**config.mk**
```make
export PLATFORM = sky130hd
export DESIGN_NAME = fpg_top
export DESIGN_NICKNAME = d
export VERILOG_FILES = /design/src/fpg_pkg.sv /design/src/fpg_df_gate.sv /design/src/fpg_scen_check.sv /design/src/fpg_top.sv
export SDC_FILE = /design/constraint.sdc
export NUM_CORES = 1
export LEC_CHECK = 0
export BUFFER_PORTS_ARGS = -buffer_cell sky130_fd_sc_hd__buf_2
export CORE_MARGIN = 5
export CORE_UTILIZATION = 45
export DETAILED_ROUTE_END_ITERATION = 10
export GPL_TIMING_DRIVEN = 0
export PLACE_DENSITY = 0.88
export SYNTH_ARGS = -nofsm -noshare
export SYNTH_HDL_FRONTEND = slang
export SYNTH_SLANG_ARGS = --single-unit
```
**constraint.sdc**
```tcl
create_clock -name CLK_I -period 5.6 [get_ports CLK_I]
set_input_delay 0.56 -clock CLK_I [delete_from_list [all_inputs] [get_ports CLK_I]]
set_output_delay 0.56 -clock CLK_I [all_outputs]
set_load 0.03 [all_outputs]
```
**src/fpg_pkg.sv**
```systemverilog
// Constants, types and register map of the flash protection guard
// Functional notes
// Only stronger pflash protection; bad writes dropped
// Pflash register reads return active scenario
// Only listed scenario transitions are accepted
// Dflash size changes only when increased
// Dflash open bit may only go 1-to-0
// Open bit set means no sector protected
// Reset loads dflash protection from config byte
// Software unprotects pflash before reprogramming byte
// Program/erase to protected dflash sector refused
// Dflash protection register at offset 0x0009
// Double-bit fault on load gives maximum protection
package fpg_pkg;

    localparam int          FPG_DATA_W   = 32;
    localparam int          FPG_ADDR_W   = 12;
    localparam int          FPG_DPS_W    = 4;
    localparam int          FPG_DF_SECT  = 16;
    localparam int          FPG_SEC_W    = 4;
    localparam int          FPG_CFG_AW   = 18;

    // Register indices; byte address is four times the index
    localparam logic [11:0] FPG_IDX_PF_PROT = 12'h008;
    localparam logic [11:0] FPG_IDX_DF_PROT = 12'h009;
    localparam logic [11:0] FPG_IDX_STATUS  = 12'h00A;
    localparam logic [11:0] FPG_ADDR_PF_PROT = {FPG_IDX_PF_PROT[9:0], 2'b00};
    localparam logic [11:0] FPG_ADDR_DF_PROT = {FPG_IDX_DF_PROT[9:0], 2'b00};
    localparam logic [11:0] FPG_ADDR_STATUS  = {FPG_IDX_STATUS[9:0], 2'b00};

    // Dflash protection register layout
    localparam int          FPG_DF_OPEN_BIT = 7;
    localparam int          FPG_DF_SIZE_LSB = 0;

    // Status register layout
    localparam int          FPG_ST_DONE_BIT  = 0;
    localparam int          FPG_ST_FAULT_BIT = 1;
    localparam int          FPG_ST_PFREF_BIT = 2;
    localparam int          FPG_ST_DFREF_BIT = 3;
    localparam int          FPG_ST_OPREF_BIT = 4;
    localparam int          FPG_ST_CNT_LSB   = 8;
    localparam int          FPG_ST_CNT_W     = 8;

    // Reset values
    localparam logic [2:0]  FPG_PF_SCEN_RST = 3'h7;
    localparam logic [7:0]  FPG_DF_RST      = 8'h0F;
    localparam logic [7:0]  FPG_DF_SAFE     = 8'h0F;

    // Location of the dflash protection byte in the config field
    localparam logic [17:0] FPG_CFG_PROT_ADDR = 18'h3FF0D;

    // Allowed transitions, bit (from*8 + to)
    localparam logic [63:0] FPG_SCEN_ALLOWED = 64'hFF5A_3C18_080C_0A0F;

    typedef enum logic [2:0] {
        FPG_LD_START = 3'b001,
        FPG_LD_FETCH = 3'b010,
        FPG_LD_RUN   = 3'b100
    } fpg_load_t;

endpackage

```
**src/fpg_df_gate.sv**
```systemverilog
// Dflash sector protection decode and program/erase gate
`timescale 1ns/1ps
`default_nettype none
module fpg_df_gate
    import fpg_pkg::*;
#(
    parameter int SECTORS = FPG_DF_SECT,
    parameter int DPS_W   = FPG_DPS_W,
    parameter int SEC_W   = FPG_SEC_W
) (
    // Protection state
    input  wire logic               open_i,
    input  wire logic [DPS_W-1:0]   size_i,
    input  wire logic               ready_i,
    // Operation request
    input  wire logic               req_i,
    input  wire logic [SEC_W-1:0]   sector_i,
    // Verdict
    output logic [SECTORS-1:0]      mask_o,
    output logic                    grant_o,
    output logic                    deny_o
);

    genvar s;
    generate
        for (s = 0; s < SECTORS; s++) begin : g_sect
            // Sectors 0..size are protected unless open
            assign mask_o[s] = !open_i && (s <= int'(size_i));
        end
    endgenerate

    // Nothing is granted until the reset load has settled
    assign deny_o  = req_i && (mask_o[sector_i] || !ready_i);
    assign grant_o = req_i && !deny_o;

endmodule
`default_nettype wire

```
**src/fpg_scen_check.sv**
```systemverilog
// Pflash protection scenario transition checker
`timescale 1ns/1ps
`default_nettype none
module fpg_scen_check
    import fpg_pkg::*;
(
    // Scenarios
    input  wire logic [2:0] cur_i,
    input  wire logic [2:0] req_i,
    // Verdict
    output logic            allowed_o
);

    logic [5:0] idx;

    assign idx       = {cur_i, req_i};
    assign allowed_o = FPG_SCEN_ALLOWED[idx];

endmodule
`default_nettype wire

```
**src/fpg_top.sv**
```systemverilog
// Flash protection guard: APB registers, reset load and protection gate
`timescale 1ns/1ps
`default_nettype none
module fpg_top
    import fpg_pkg::*;
#(
    parameter int SECTORS = FPG_DF_SECT,
    parameter int SEC_W   = FPG_SEC_W
) (
    // Clock and reset
    input  wire logic                  CLK_I,
    input  wire logic                  RST_I,
    // APB slave
    input  wire logic                  PSEL_I,
    input  wire logic                  PENABLE_I,
    input  wire logic                  PWRITE_I,
    input  wire logic [FPG_ADDR_W-1:0] PADDR_I,
    input  wire logic [FPG_DATA_W-1:0] PWDATA_I,
    input  wire logic [3:0]            PSTRB_I,
    output logic      [FPG_DATA_W-1:0] PRDATA_O,
    output logic                       PREADY_O,
    output logic                       PSLVERR_O,
    // Config byte read port
    output logic                       CFG_RD_REQ_O,
    output logic      [FPG_CFG_AW-1:0] CFG_RD_ADDR_O,
    input  wire logic                  CFG_RD_VALID_I,
    input  wire logic [7:0]            CFG_RD_DATA_I,
    input  wire logic                  CFG_RD_DBERR_I,
    // Dflash program/erase gate
    input  wire logic                  DF_OP_REQ_I,
    input  wire logic [SEC_W-1:0]      DF_OP_SECTOR_I,
    output logic                       DF_OP_GRANT_O,
    output logic                       DF_OP_DENY_O,
    output logic      [SECTORS-1:0]    DF_PROT_MASK_O,
    // Protection state
    output logic      [2:0]            PF_SCENARIO_O,
    output logic                       DF_OPEN_O,
    output logic      [FPG_DPS_W-1:0]  DF_SIZE_O,
    output logic                       LOAD_DONE_O
);

    // Load sequencer
    fpg_load_t                   load_reg;
    fpg_load_t                   load_next;
    logic                        fault_reg;

    // Protection registers
    logic [2:0]                  pf_scen_reg;
    logic                        df_open_reg;
    logic [FPG_DPS_W-1:0]        df_size_reg;

    // Sticky status and refusal counter
    logic                        pf_ref_reg;
    logic                        df_ref_reg;
    logic                        op_ref_reg;
    logic [FPG_ST_CNT_W-1:0]     op_cnt_reg;

    // Bus side
    logic [FPG_DATA_W-1:0]       prdata_reg;
    logic [FPG_DATA_W-1:0]       prdata_next;
    logic                        running;
    logic                        access;
    logic                        wr_go;
    logic                        hit_pf;
    logic                        hit_df;
    logic                        hit_st;
    logic                        hit_any;
    logic                        lane0;

    // Write analysis
    logic [2:0]                  wr_scen;
    logic                        scen_ok;
    logic                        wr_open;
    logic [FPG_DPS_W-1:0]        wr_size;
    logic                        pf_wr;
    logic                        df_wr;
    logic                        st_wr;
    logic                        pf_refused;
    logic                        size_grow;
    logic                        open_close;
    logic                        df_refused;

    // Gate
    logic                        gate_grant;
    logic                        gate_deny;

    // Reset load sequence --------------------------------------------

    always_comb begin
        load_next = load_reg;
        case (load_reg)
            FPG_LD_START: begin
                load_next = FPG_LD_FETCH;
            end
            FPG_LD_FETCH: begin
                if (CFG_RD_VALID_I) begin
                    load_next = FPG_LD_RUN;
                end
            end
            FPG_LD_RUN: begin
                load_next = FPG_LD_RUN;
            end
            default: begin
                load_next = FPG_LD_START;
            end
        endcase
    end

    always_ff @(posedge CLK_I or posedge RST_I) begin
        if (RST_I) begin
            load_reg <= FPG_LD_START;
        end else begin
            load_reg <= load_next;
        end
    end

    always_ff @(posedge CLK_I or posedge RST_I) begin
        if (RST_I) begin
            fault_reg <= 1'b0;
        end else if (load_reg == FPG_LD_FETCH && CFG_RD_VALID_I) begin
            fault_reg <= CFG_RD_DBERR_I;
        end
    end

    assign running       = (load_reg == FPG_LD_RUN);
    assign CFG_RD_REQ_O  = (load_reg == FPG_LD_FETCH);
    assign CFG_RD_ADDR_O = FPG_CFG_PROT_ADDR;
    assign LOAD_DONE_O   = running;

    // APB decode -----------------------------------------------------

    // Bus waits while the protection byte is still being fetched
    assign PREADY_O  = running;
    assign access    = PSEL_I && PENABLE_I && running;
    assign hit_pf    = (PADDR_I == FPG_ADDR_PF_PROT);
    assign hit_df    = (PADDR_I == FPG_ADDR_DF_PROT);
    assign hit_st    = (PADDR_I == FPG_ADDR_STATUS);
    assign hit_any   = hit_pf || hit_df || hit_st;
    assign PSLVERR_O = PSEL_I && PENABLE_I && running && !hit_any;
    assign lane0     = PSTRB_I[0];
    assign wr_go     = access && PWRITE_I && hit_any && lane0;

    assign pf_wr = wr_go && hit_pf;
    assign df_wr = wr_go && hit_df;
    assign st_wr = wr_go && hit_st;

    // Pflash scenario write ------------------------------------------

    assign wr_scen = PWDATA_I[2:0];

    fpg_scen_check u_scen (
        .cur_i     (pf_scen_reg),
        .req_i     (wr_scen),
        .allowed_o (scen_ok)
    );

    assign pf_refused = pf_wr && !scen_ok;

    always_ff @(posedge CLK_I or posedge RST_I) begin
        if (RST_I) begin
            pf_scen_reg <= FPG_PF_SCEN_RST;
        end else if (pf_wr && scen_ok) begin
            pf_scen_reg <= wr_scen;
        end
    end

    // Dflash protection write ----------------------------------------

    assign wr_open    = PWDATA_I[FPG_DF_OPEN_BIT];
    assign wr_size    = PWDATA_I[FPG_DF_SIZE_LSB +: FPG_DPS_W];
    assign size_grow  = wr_size > df_size_reg;
    assign open_close = df_open_reg && !wr_open;
    // A write that asks for any weakening is flagged even if part of it lands
    assign df_refused = df_wr && ((wr_size != df_size_reg && !size_grow) ||
                                  (wr_open && !df_open_reg));

    always_ff @(posedge CLK_I or posedge RST_I) begin
        if (RST_I) begin
            df_size_reg <= FPG_DF_RST[FPG_DF_SIZE_LSB +: FPG_DPS_W];
        end else if (load_reg == FPG_LD_FETCH && CFG_RD_VALID_I) begin
            if (CFG_RD_DBERR_I) begin
                df_size_reg <= FPG_DF_SAFE[FPG_DF_SIZE_LSB +: FPG_DPS_W];
            end else begin
                df_size_reg <= CFG_RD_DATA_I[FPG_DF_SIZE_LSB +: FPG_DPS_W];
            end
        end else if (df_wr && size_grow) begin
            df_size_reg <= wr_size;
        end
    end

    always_ff @(posedge CLK_I or posedge RST_I) begin
        if (RST_I) begin
            df_open_reg <= FPG_DF_RST[FPG_DF_OPEN_BIT];
        end else if (load_reg == FPG_LD_FETCH && CFG_RD_VALID_I) begin
            if (CFG_RD_DBERR_I) begin
                df_open_reg <= FPG_DF_SAFE[FPG_DF_OPEN_BIT];
            end else begin
                df_open_reg <= CFG_RD_DATA_I[FPG_DF_OPEN_BIT];
            end
        end else if (df_wr && open_close) begin
            df_open_reg <= 1'b0;
        end
    end

    // Program/erase gate ---------------------------------------------

    fpg_df_gate #(
        .SECTORS (SECTORS),
        .DPS_W   (FPG_DPS_W),
        .SEC_W   (SEC_W)
    ) u_gate (
        .open_i   (df_open_reg),
        .size_i   (df_size_reg),
        .ready_i  (running),
        .req_i    (DF_OP_REQ_I),
        .sector_i (DF_OP_SECTOR_I),
        .mask_o   (DF_PROT_MASK_O),
        .grant_o  (gate_grant),
        .deny_o   (gate_deny)
    );

    assign DF_OP_GRANT_O = gate_grant;
    assign DF_OP_DENY_O  = gate_deny;

    // Sticky refusal flags, write one to clear; a new event beats the clear

    always_ff @(posedge CLK_I or posedge RST_I) begin
        if (RST_I) begin
            pf_ref_reg <= 1'b0;
        end else if (pf_refused) begin
            pf_ref_reg <= 1'b1;
        end else if (st_wr && PWDATA_I[FPG_ST_PFREF_BIT]) begin
            pf_ref_reg <= 1'b0;
        end
    end

    always_ff @(posedge CLK_I or posedge RST_I) begin
        if (RST_I) begin
            df_ref_reg <= 1'b0;
        end else if (df_refused) begin
            df_ref_reg <= 1'b1;
        end else if (st_wr && PWDATA_I[FPG_ST_DFREF_BIT]) begin
            df_ref_reg <= 1'b0;
        end
    end

    always_ff @(posedge CLK_I or posedge RST_I) begin
        if (RST_I) begin
            op_ref_reg <= 1'b0;
        end else if (gate_deny) begin
            op_ref_reg <= 1'b1;
        end else if (st_wr && PWDATA_I[FPG_ST_OPREF_BIT]) begin
            op_ref_reg <= 1'b0;
        end
    end

    // Saturating so a stuck requester cannot wrap the count back to zero
    always_ff @(posedge CLK_I or posedge RST_I) begin
        if (RST_I) begin
            op_cnt_reg <= '0;
        end else if (gate_deny && op_cnt_reg != '1) begin
            op_cnt_reg <= op_cnt_reg + 1'b1;
        end
    end

    // Read data ------------------------------------------------------

    always_comb begin
        prdata_next = '0;
        if (hit_pf) begin
            prdata_next[2:0] = pf_scen_reg;
        end else if (hit_df) begin
            prdata_next[FPG_DF_OPEN_BIT]                 = df_open_reg;
            prdata_next[FPG_DF_SIZE_LSB +: FPG_DPS_W]    = df_size_reg;
        end else if (hit_st) begin
            prdata_next[FPG_ST_DONE_BIT]                 = running;
            prdata_next[FPG_ST_FAULT_BIT]                = fault_reg;
            prdata_next[FPG_ST_PFREF_BIT]                = pf_ref_reg;
            prdata_next[FPG_ST_DFREF_BIT]                = df_ref_reg;
            prdata_next[FPG_ST_OPREF_BIT]                = op_ref_reg;
            prdata_next[FPG_ST_CNT_LSB +: FPG_ST_CNT_W]  = op_cnt_reg;
        end
    end

    // Refreshed each selected read cycle except the completing access cycle, so the access phase sees current state
    always_ff @(posedge CLK_I or posedge RST_I) begin
        if (RST_I) begin
            prdata_reg <= '0;
        end else if (PSEL_I && !PWRITE_I && !(PENABLE_I && running)) begin
            prdata_reg <= prdata_next;
        end
    end

    assign PRDATA_O = prdata_reg;

    // Protection state outputs ---------------------------------------

    assign PF_SCENARIO_O = pf_scen_reg;
    assign DF_OPEN_O     = df_open_reg;
    assign DF_SIZE_O     = df_size_reg;

endmodule
`default_nettype wire

```
### Word-level counts from Yosys, hierarchy flattened

Memories as Yosys holds them, arrays and structs flattened.
Index checks and enable logic that the tools add are counted.

| word-level totals | value |
|---|---|
| memories kept | 1 |
| bits of input ports | 68 |
| register bits after elaboration | 37 |
| bits in read-only memories | 64 |

| cells by class | value |
|---|---|
| $lt $le $gt $ge | 18 |
| eq/ne operators | 9 |
| add/subtract/negate cells | 1 |
| reductions and logical operators | 60 |
| muxes and demuxes | 26 |

Memories:

| memory | words | width | read ports | clocked after memory_dff | wr ports | line | text |
|---|---|---|---|---|---|---|---|
| (no name shown) | 64 | 1 | 1 | 0 | 0 | fpg_scen_check.sv:17 | `assign allowed_o = FPG_SCEN_ALLOWED[idx];` |

Operator list:

| operator | number |
|---|---|
| 1-bit logical AND | 42 |
| 12-bit by 6-bit equality test with 1-bit output, second input constant | 3 |
| 4-bit less-or-equal comparator, first input constant | 8 |
| 3-bit by 4-bit less-or-equal comparator with 1-bit output, first input constant | 4 |
| 4-bit two-way mux | 4 |
| 8-bit two-way mux | 2 |
| 1-bit two-way mux | 13 |
| 2-bit nonzero test | 5 |
| 1-bit zero test | 9 |
| 9-bit two-way mux | 1 |
| 3-bit case mux with 3 select lines | 1 |
| 8-bit by 1-bit adder with 8-bit output, second input constant | 1 |
| 2-bit by 4-bit less-or-equal comparator with 1-bit output, first input constant | 2 |
| 8-bit inequality test, second input constant | 1 |
| 6-bit by 7-bit < comparator with 1-bit output, second input constant | 1 |
| 3-bit two-way mux | 2 |
| 4-bit by 5-bit < comparator with 1-bit output, second input constant | 1 |
| 5-bit two-way mux | 1 |
| 1-bit binary-select mux with 4-bit select | 1 |
| 4-bit > comparator | 1 |
| 1-bit by 4-bit less-or-equal comparator with 1-bit output, first input constant | 1 |
| 1-bit logical OR | 4 |
| 4-bit inequality test | 1 |
| 3-bit by 1-bit equality test with 1-bit output, second input constant | 1 |
| other kinds (4) | 4 |

### Depth between registers and ports, before layout

Gate-level depths: netlist of the first run.

| depth | value |
|---|---|
| word-level depth | 9 |
| depth in mapped cells | 10 |
| depth with buffers taken out | 8 |

### Modules after synthesis

A second synthesis of the first run with hierarchy kept.

| unflattened totals | value |
|---|---|
| cells, all modules | 282 |
| area, all modules | 2576.2 um^2 |

By module, submodules not included:

| module | cells each | area each (um^2) | instances |
|---|---|---|---|
| fpg_top | 225 | 2247.2 | 1 |
| fpg_df_gate | 42 | 219.0 | 1 |
| fpg_scen_check | 15 | 110.1 | 1 |

### Worst setup path after synthesis of the first run

OpenSTA, ideal clock, no wires.

| timing | value |
|---|---|
| path kind | flip-flop to output port |
| from | register df_size_reg[3] (netlist: DF_SIZE_O[3]) |
| to | output DF_PROT_MASK_O[15] |
| setup slack | 2.989 ns |
| arrival time | 2.051 ns |
| stages on the path, launching flop included | 6 |
| path through | dfstp_2 -> inv_2 -> nor2_1 -> nand2_1 -> inv_1 -> and3_1 |

| on the way | value |
|---|---|
| word-level cells in the longest chain between the ends | 2 |

RTL lines:

| item | line | text |
|---|---|---|
| start: declaration | fpg_top.sv:50 | `logic [FPG_DPS_W-1:0] df_size_reg;` |
| start signal: assignment | fpg_top.sv:179 | `df_size_reg <= FPG_DF_RST[FPG_DF_SIZE_LSB +: FPG_DPS_W];` |
| start signal: assignment | fpg_top.sv:182 | `df_size_reg <= FPG_DF_SAFE[FPG_DF_SIZE_LSB +: FPG_DPS_W];` |
| start signal: assignment | fpg_top.sv:184 | `df_size_reg <= CFG_RD_DATA_I[FPG_DF_SIZE_LSB +: FPG_DPS_W];` |
| 4-bit less-or-equal comparator | fpg_df_gate.sv:28 | `assign mask_o[s] = !open_i && (s <= int'(size_i));` |
| 1-bit logical AND | fpg_df_gate.sv:28 |  |
| end: declaration | fpg_top.sv:34 | `output logic [SECTORS-1:0] DF_PROT_MASK_O,` |

Every way passes these cells.

### Worst setup path after layout of the first run

| timing | value |
|---|---|
| from | register df_size_reg[2] (netlist: DF_SIZE_O[2]) |
| to | output DF_OP_DENY_O |

| on the way | value |
|---|---|
| word-level cells in the longest chain between the ends | 6 |
| elaborated cells on any way between the ends | 34 |
| those cells by class | order compare (15); mux (2); reduce/logical (17) |

RTL lines:

| item | line | text |
|---|---|---|
| 1-bit by 4-bit less-or-equal comparator with 1-bit output (tied with other cells) | fpg_df_gate.sv:28 |  |
| 1-bit logical AND | fpg_df_gate.sv:28 |  |
| 1-bit binary-select mux with 4-bit select (*) | fpg_df_gate.sv:33 | `assign deny_o = req_i && (mask_o[sector_i] \|\| !ready_i);` |
| 1-bit two-way mux (implied by the code) (*) | fpg_df_gate.sv:33 |  |
| 1-bit logical OR (*) | fpg_df_gate.sv:33 |  |
| 1-bit logical AND (*) | fpg_df_gate.sv:33 |  |
| end: declaration | fpg_top.sv:33 | `output logic DF_OP_DENY_O,` |

Every way passes the cells marked *; elsewhere a longest branch is shown, timed or not. The select of a mux whose other input is x is not followed.

==> results.md, run 1 <==
- Outcome: finished clean
- Post-CTS setup buffer count: 0
- Minimum clock period: 2.655 ns
- R2R setup slack: 3.05 ns
- Synth warn: 0
- Sink Count: 37
- Clock latency on the worst-skew pair: 0.29 ns
- Worst Path Max Fanout: 10
- Mapped Avg Cell Area: 9.102 um^2
- Final WL: 6356 um
- CP Cell Sequence: buf_4 > inv_1 > o221ai_1 > a2bb2oi_1 > o21ai_2 > and2_1 > buf_2
- DRC viols: 0
- Combinational Power Share: 48.3%
- Crit. End Element: output port
- Slew @ Worst Pin: 0.7564 ns
- Sw frac: 45.19%
- WP buf/inv: 3
- Die height: 84.31 um
- GR peak layer: met2
- Initial antenna violation count: 0
- Port bufs: 79
- Top Ports: 148
- Levels on crit path: 7
- Max-slew violation count: 0
- Final worst path period share: 47.40%
- LEAKAGE: 1.668 nW
- Filler cells: 504
- Global-route wire length before repair: 10,470 um
- DR iter-0 viols: 74
- Largest family of logic cells by synthesized area: simple AND/OR/NAND/NOR gates
- Reg2Reg Launch Point: DF_SIZE_O[1]$_DFFE_PP1P_
- Final hold violations: 0
- Reg-to-Reg End: DF_SIZE_O[1]$_DFFE_PP1P_
- Pwr per Cell Area: 401.8 nW/um^2
- Setup Skew: 0.009002 ns
- Grt total ovfl: 0
- Met2 Use GR: 31.64%
- Crit path capture: DF_OP_DENY_O
- Vias/cell: 4.912
- Crit-path max cell delay: 0.54 ns
- Area grow syn2layout: 30.06%
- Core ar.: 5439 um^2
- Req. time, crit path: 5.04 ns
- Synth Area in XOR/XNOR: 1.762%
- Seq. cell area: 935.9 um^2
- Crit-path slowest cell: dfstp_2
- RSZ-0062 raised after global routing: false
- Fmax: 0.3767 GHz
- Synth top area cells: dfrtp_1 29%, buf_4 12%, dfstp_2 8.5%
- Die X: 84.31 um
- Post-CTS Resized: 0
- First-pass DRT Iterations: 4
- EDFF count, synth: 0
- GRT Overall Usage: 18.03%
- Hold Path Class: in2async
- Simple-gate share of the synthesized area: 20.49%
- Rel. slew slack: 49.50%
- Switching power: 0.5868 mW
- Clock network fraction of design power: 21.1%
- H-tree levels: 2
- P_int: 0.7117 mW
- Adder-Cell Fraction of Synth Area: 3.525%
- Area leader, netlist: dfrtp_1
- Multi-input gate area: 1294 um^2
- Post-Syn Area: 2485 um^2
- Number of global-route vias before repair: 2,317
- Yosys top cell area share: 29.20%
- Commonest register cell after synthesis: dfrtp_1
- Mux share of post-synthesis cell area: 4.783%
- VDD IR max: 0.3563 mV
- R2R cell count: 10
- Antenna cell count: 0
- Crit start category: flop
- Max Cap Violations: 0
- Largest register FFs: 14
- Setup TNS: 0 ns
- Sequential share of power: 30.6%
- Final setup violation count: 0
- DP HPWL: 5155 um
- GP Congestion: 0.8424
- GR Util met1: 20.90%
- Ys async rst share: 100.0%
- Fin nets: 468
- Cells after Synth: 273
- Largest net degree at the start of global routing: 38
- TritonCTS clock tree: done
- Initial Utilization: 45.69%
- Die Area: 7108 um^2
- Root Buffer: clkbuf_8
- Pre-CTS WS: 3.099 ns
- Hold Buf Count CTS: 0
- Maximum clock insertion buffer count: 2
- Critical path data arrival time: 2.09 ns
- Post-synthesis compound-gate area fraction: 16.06%
- Hold WS: 0.3999 ns
- Met3 global-route usage: 4.809%
- Setup WS post-layout: 2.945 ns
- Post-synthesis cell type count: 48
- Clk slew on worst S/H paths: 0.08 ns
- Sequential share of the synthesized area: 37.66%
- Num rows: 27
- Total number of vias: 2,289
- CP startpoint: DF_SIZE_O[2]$_DFFE_PP1P_
- CTS Buf Count: 5
- Critical path's top delay family: compound AO/OA/AOI/OAI gates
- Highest-count cells in the layout ignoring fill and taps: 82 x buf_2, 40 x buf_4, 36 x conb_1
- Most common cell after layout, fill and taps aside: buf_2
- DR WL/cell: 13.64 um
- FF+latch count, synth: 37
- Layout cells sized above 1: 39.09%
- Kind of critical path: reg2out
- ANT nets after route: 0
-- metrics by stage --
step                      power, mW  area [um^2]  std cells  util [%]
final                         1.299         3232        466     59.42
after global routing          1.380         3232        466     59.42
after CTS                     1.308         3232        466     59.42
after detailed placement      1.028         3098        458     56.96
after global placement        1.009         3098        458     56.96
after floorplan              0.8510         2613        307         -
-- power by group through the flow --
stage	clock network, mW	logic [mW]	registers (mW)
finish	0.274	0.628	0.397
global route	0.291	0.686	0.403
CTS	0.282	0.631	0.395
detailed placement	0	0.629	0.399
global placement	0	0.615	0.394
floorplan	0	0.441	0.410
-- worst min-delay path by stage --
| stage | start | end | slack, ns | cells after the start |
|---|---|---|---|---|
| 4_1_cts | load_reg[2]$_DFFE_PP0P_ | load_reg[1]$_DFFE_PP0P_ | 0.48 | 1 |
| 6_report | RST_I | op_cnt_reg[7]$_DFFE_PP0P_ | 0.40 | 2 |
| 3_3_place_gp | pf_ref_reg$_DFFE_PP0P_ | pf_ref_reg$_DFFE_PP0P_ | 0.45 | 2 |
| 5_1_grt | RST_I | op_cnt_reg[7]$_DFFE_PP0P_ | 0.47 | 2 |
| 3_5_place_dp | df_ref_reg$_DFFE_PP0P_ | df_ref_reg$_DFFE_PP0P_ | 0.46 | 2 |
| 2_1_floorplan | pf_ref_reg$_DFFE_PP0P_ | pf_ref_reg$_DFFE_PP0P_ | 0.44 | 2 |
-- area by class of cell --
class	count	area share, %
clock buffers	5	2.129
inverters	14	1.626
clock inverters	3	2.013
well taps	72	2.787
flip-flops and latches	37	28.96
repair buffers	79	12.23
plain buffers	47	10.22
multi-input cells	209	40.03
-- routing by layer --
layer / share of wire, % / vias to the layer above / wire length [um]
li1: - / 1131 / -
met1: 40 / 1053 / 2527
met2: 51 / 95 / 3263
met3: 7.3 / 10 / 463
met4: 1.6 / 0 / 101
met5: 0 / - / 0
-- cell families after synthesis --
logic type,count (synthesis)
other cells,2
xor+xnor,5
simple gates,93
fa+ha+maj,7
buf+inv,61
compound gates,57
mux,11
flops,37
-- worst register-to-register path, cell delays in order (launching register included) --
cell and delay (ns):
dfstp_2 0.59, clkbuf_1 0.34, inv_1 0.19, ha_1 0.31, and3_1 0.18, nand2_1 0.06
a22oi_1 0.15, and4_1 0.23, buf_4 0.15, mux2i_1 0.18, a21oi_1 0.08
-- synth_stat cells (all sizes together) (5+ instances only) --
master / instances
nor3: 9
nand3: 10
dfstp: 8
a22oi: 6
mux2: 7
o21ai: 12
nand4: 6
nand2b: 6
inv: 14
buf: 43
a21oi: 12
dfrtp: 29
a22o: 9
a31oi: 5
nand2: 21
nor2: 17
nor2b: 6
ha: 7
No activity file was read; power rests on OpenSTA's default activity.
==> inputs of run 2 (changes only) <==
--- a/config.mk
+++ b/config.mk
@@ -7,10 +7,10 @@
 export LEC_CHECK = 0
 export BUFFER_PORTS_ARGS = -buffer_cell sky130_fd_sc_hd__buf_2
 export CORE_MARGIN = 5
-export CORE_UTILIZATION = 45
+export CORE_UTILIZATION = 40
 export DETAILED_ROUTE_END_ITERATION = 10
 export GPL_TIMING_DRIVEN = 0
-export PLACE_DENSITY = 0.88
+export PLACE_DENSITY = 0.83
 export SYNTH_ARGS = -nofsm -noshare
 export SYNTH_HDL_FRONTEND = slang
 export SYNTH_SLANG_ARGS = --single-unit
==> constraint.sdc (replaced) <==
create_clock -name CLK_I -period 2.14 [get_ports CLK_I]
set_input_delay 0.214 -clock CLK_I [delete_from_list [all_inputs] [get_ports CLK_I]]
set_output_delay 0.214 -clock CLK_I [all_outputs]
set_load 0.03 [all_outputs]
==> run 2 against run 1 <==
Setup slack got worse by 2.9 ns. Clock power grew 130%. Clock-buffer cell count rose by 2. Hold slack worse by 0.34 ns. Combinational power increased to 2.9 times the previous value. First-iteration DRC count rose by 28%. Critical endpoint is now DF_SIZE_O[2]$_DFFE_PP1P_. Power grew to 2.7 times the previous value. Largest cell class unchanged. Cell area rose by 3.9%. Global-route usage is 1.2 points lower. Non-clock buffer count grew 9. Critical path type is now reg2reg. Via count grew 1.8%.
==> results.md, run 2 (synthesis results as in run 1) <==
- Critical path data arrival time: 2.31 ns
- Largest net degree at the start of global routing: 38
- CTS Buf Count: 5
- Pre-CTS WS: -0.07087 ns
- Largest register FFs: 14
- Setup Skew: 0.003114 ns
- Crit-path slowest cell: dfstp_2
- Kind of critical path: reg2reg
- Rel. slew slack: 48.42%
- RSZ-0062 raised after global routing: true
- Hold Path Class: in2async
- Placed cells: 461
- Max-slew violation count: 0
- Clk slew on worst S/H paths: 0.07 ns
- Initial antenna violation count: 0
- Worst Path Max Fanout: 4
- GP Congestion: 0.8507
- Die height: 88.82 um
- Root Buffer: clkbuf_8
- TritonCTS clock tree: done
- Pwr per Cell Area: 1034 nW/um^2
- Fin nets: 477
- Vias/cell: 4.877
- Core ar.: 5991 um^2
- Most common cell after layout, fill and taps aside: buf_2
- Number of global-route vias before repair: 2,244
- Antenna cell count: 0
- Top Ports: 148
- Critical path's top delay family: flip-flops
- Total number of vias: 2,331
- Initial Utilization: 41.48%
- Req. time, crit path: 2.35 ns
- R2R setup slack: 0.04 ns
- Outcome: finished clean
- Hold Buf Count CTS: 0
- Crit start category: flop
- Maximum clock insertion buffer count: 2
- Port bufs: 79
- Sink Count: 37
- Highest-count cells in the layout ignoring fill and taps: 80 x buf_2, 49 x buf_4, 36 x conb_1
- WP buf/inv: 2
- Crit. End Element: flop
- Max Cap Violations: 0
- Clock latency on the worst-skew pair: 0.29 ns
- Finished Layout Cells: 478
- LEAKAGE: 1.704 nW
- Final setup violation count: 0
- Slew @ Worst Pin: 0.7726 ns
- H-tree levels: 2
- Layout cells sized above 1: 43.18%
- ANT nets after route: 0
- Crit-path max cell delay: 0.56 ns
- Grt total ovfl: 0
- Final worst path period share: 98.17%
- VDD IR max: 0.6663 mV
- Minimum clock period: 2.101 ns
- DR iter-0 viols: 95
- GRT Overall Usage: 16.84%
- Die X: 88.82 um
- Final hold violations: 0
- Final WL: 6665 um
- CP Cell Sequence: clkinvlp_4 > ha_4 > and3_4 > nand2_2 > a22oi_2 > and4_1 > buf_6 > mux2i_1 > a21oi_1
- Total power: 3.471 mW
- Die Area: 7888 um^2
- Fmax: 0.4760 GHz
- DR WL/cell: 13.94 um
- Num rows: 28
- DRC viols: 0
- First-pass DRT Iterations: 4
- Global-route wire length before repair: 10,470 um
- Area grow syn2layout: 35.15%
- Setup WS post-layout: 0.03922 ns
- DP HPWL: 5197 um
## run 2: cell types whose count changed in the layout (fill, tap and decap cells not counted), sizes merged
cell | previous run | this run
inv | 14 | 13
bufinv | 2 | 1
clkinv | 1 | 0
clkbuf | 9 | 10
buf | 122 | 132
clkinvlp | 0 | 1
## run 2: area by class of cell
class	count	area, um^2
Buffer	45	332.8
Clock buffer	7	86.33
Inverter	14	56.30
Multi-Input combinational cell	209	1339
Clock inverter	1	30.03
Tap cell	75	93.84
Fill cell	532	2633
Timing Repair Buffer	90	484.2
Sequential cell	37	935.9
## run 2: path summary, 6_finish.rpt
check	startpoint	cells after the start	end
max	DF_SIZE_O[2]$_DFFE_PP1P_	9	DF_SIZE_O[2]$_DFFE_PP1P_
min	RST_I	2	PRDATA_O[14]$_DFFE_PP0P_
max reg2reg	DF_SIZE_O[2]$_DFFE_PP1P_	9	DF_SIZE_O[2]$_DFFE_PP1P_
min reg2reg	df_ref_reg$_DFFE_PP0P_	2	df_ref_reg$_DFFE_PP0P_
max in group asynchronous	RST_I	2	PRDATA_O[0]$_DFFE_PP0P_
min in group CLK_I	CFG_RD_DATA_I[0]	3	DF_SIZE_O[0]$_DFFE_PP1P_
## run 2: metrics by stage
| stage | TNS (ns) | instance area [um^2] | util (%) | hold slack (ns) |
|---|---|---|---|---|
| 2_1_floorplan | -0.001547 | 2633 | - | 0.3621 |
| 3_3_place_gp | -0.1978 | 3122 | 52.11 | 0.4504 |
| 3_5_place_dp | -0.2634 | 3122 | 52.11 | 0.4586 |
| 4_1_cts | -0.02750 | 3323 | 55.47 | 0.1764 |
| 5_1_grt | -0.1148 | 3358 | 56.06 | 0.1343 |
| 6_report | 0 | 3358 | 56.06 | 0.05717 |
## run 2: what timing repair did
| item | CTS | global route |
|---|---|---|
| resized for setup | 9 | 4 |
| setup endpoints to repair | 5 | 6 |
| buffers inserted | 6 | 5 |
| pin swaps | 9 | 6 |
## run 2: where the power goes
group          switching (mW)  internal (mW)
Clock                   0.249          0.380
Combinational            1.16          0.657
Sequential              0.156          0.866
## run 2: routing by layer
layer  track usage, %  share of wire, %  vias to the layer above
li1                 -                 -                     1154
met5                0                 0                        -
met2            28.81                51                       84
met3            4.190               7.0                       15
met1            20.73                40                     1078
met4            5.357               1.7                        0
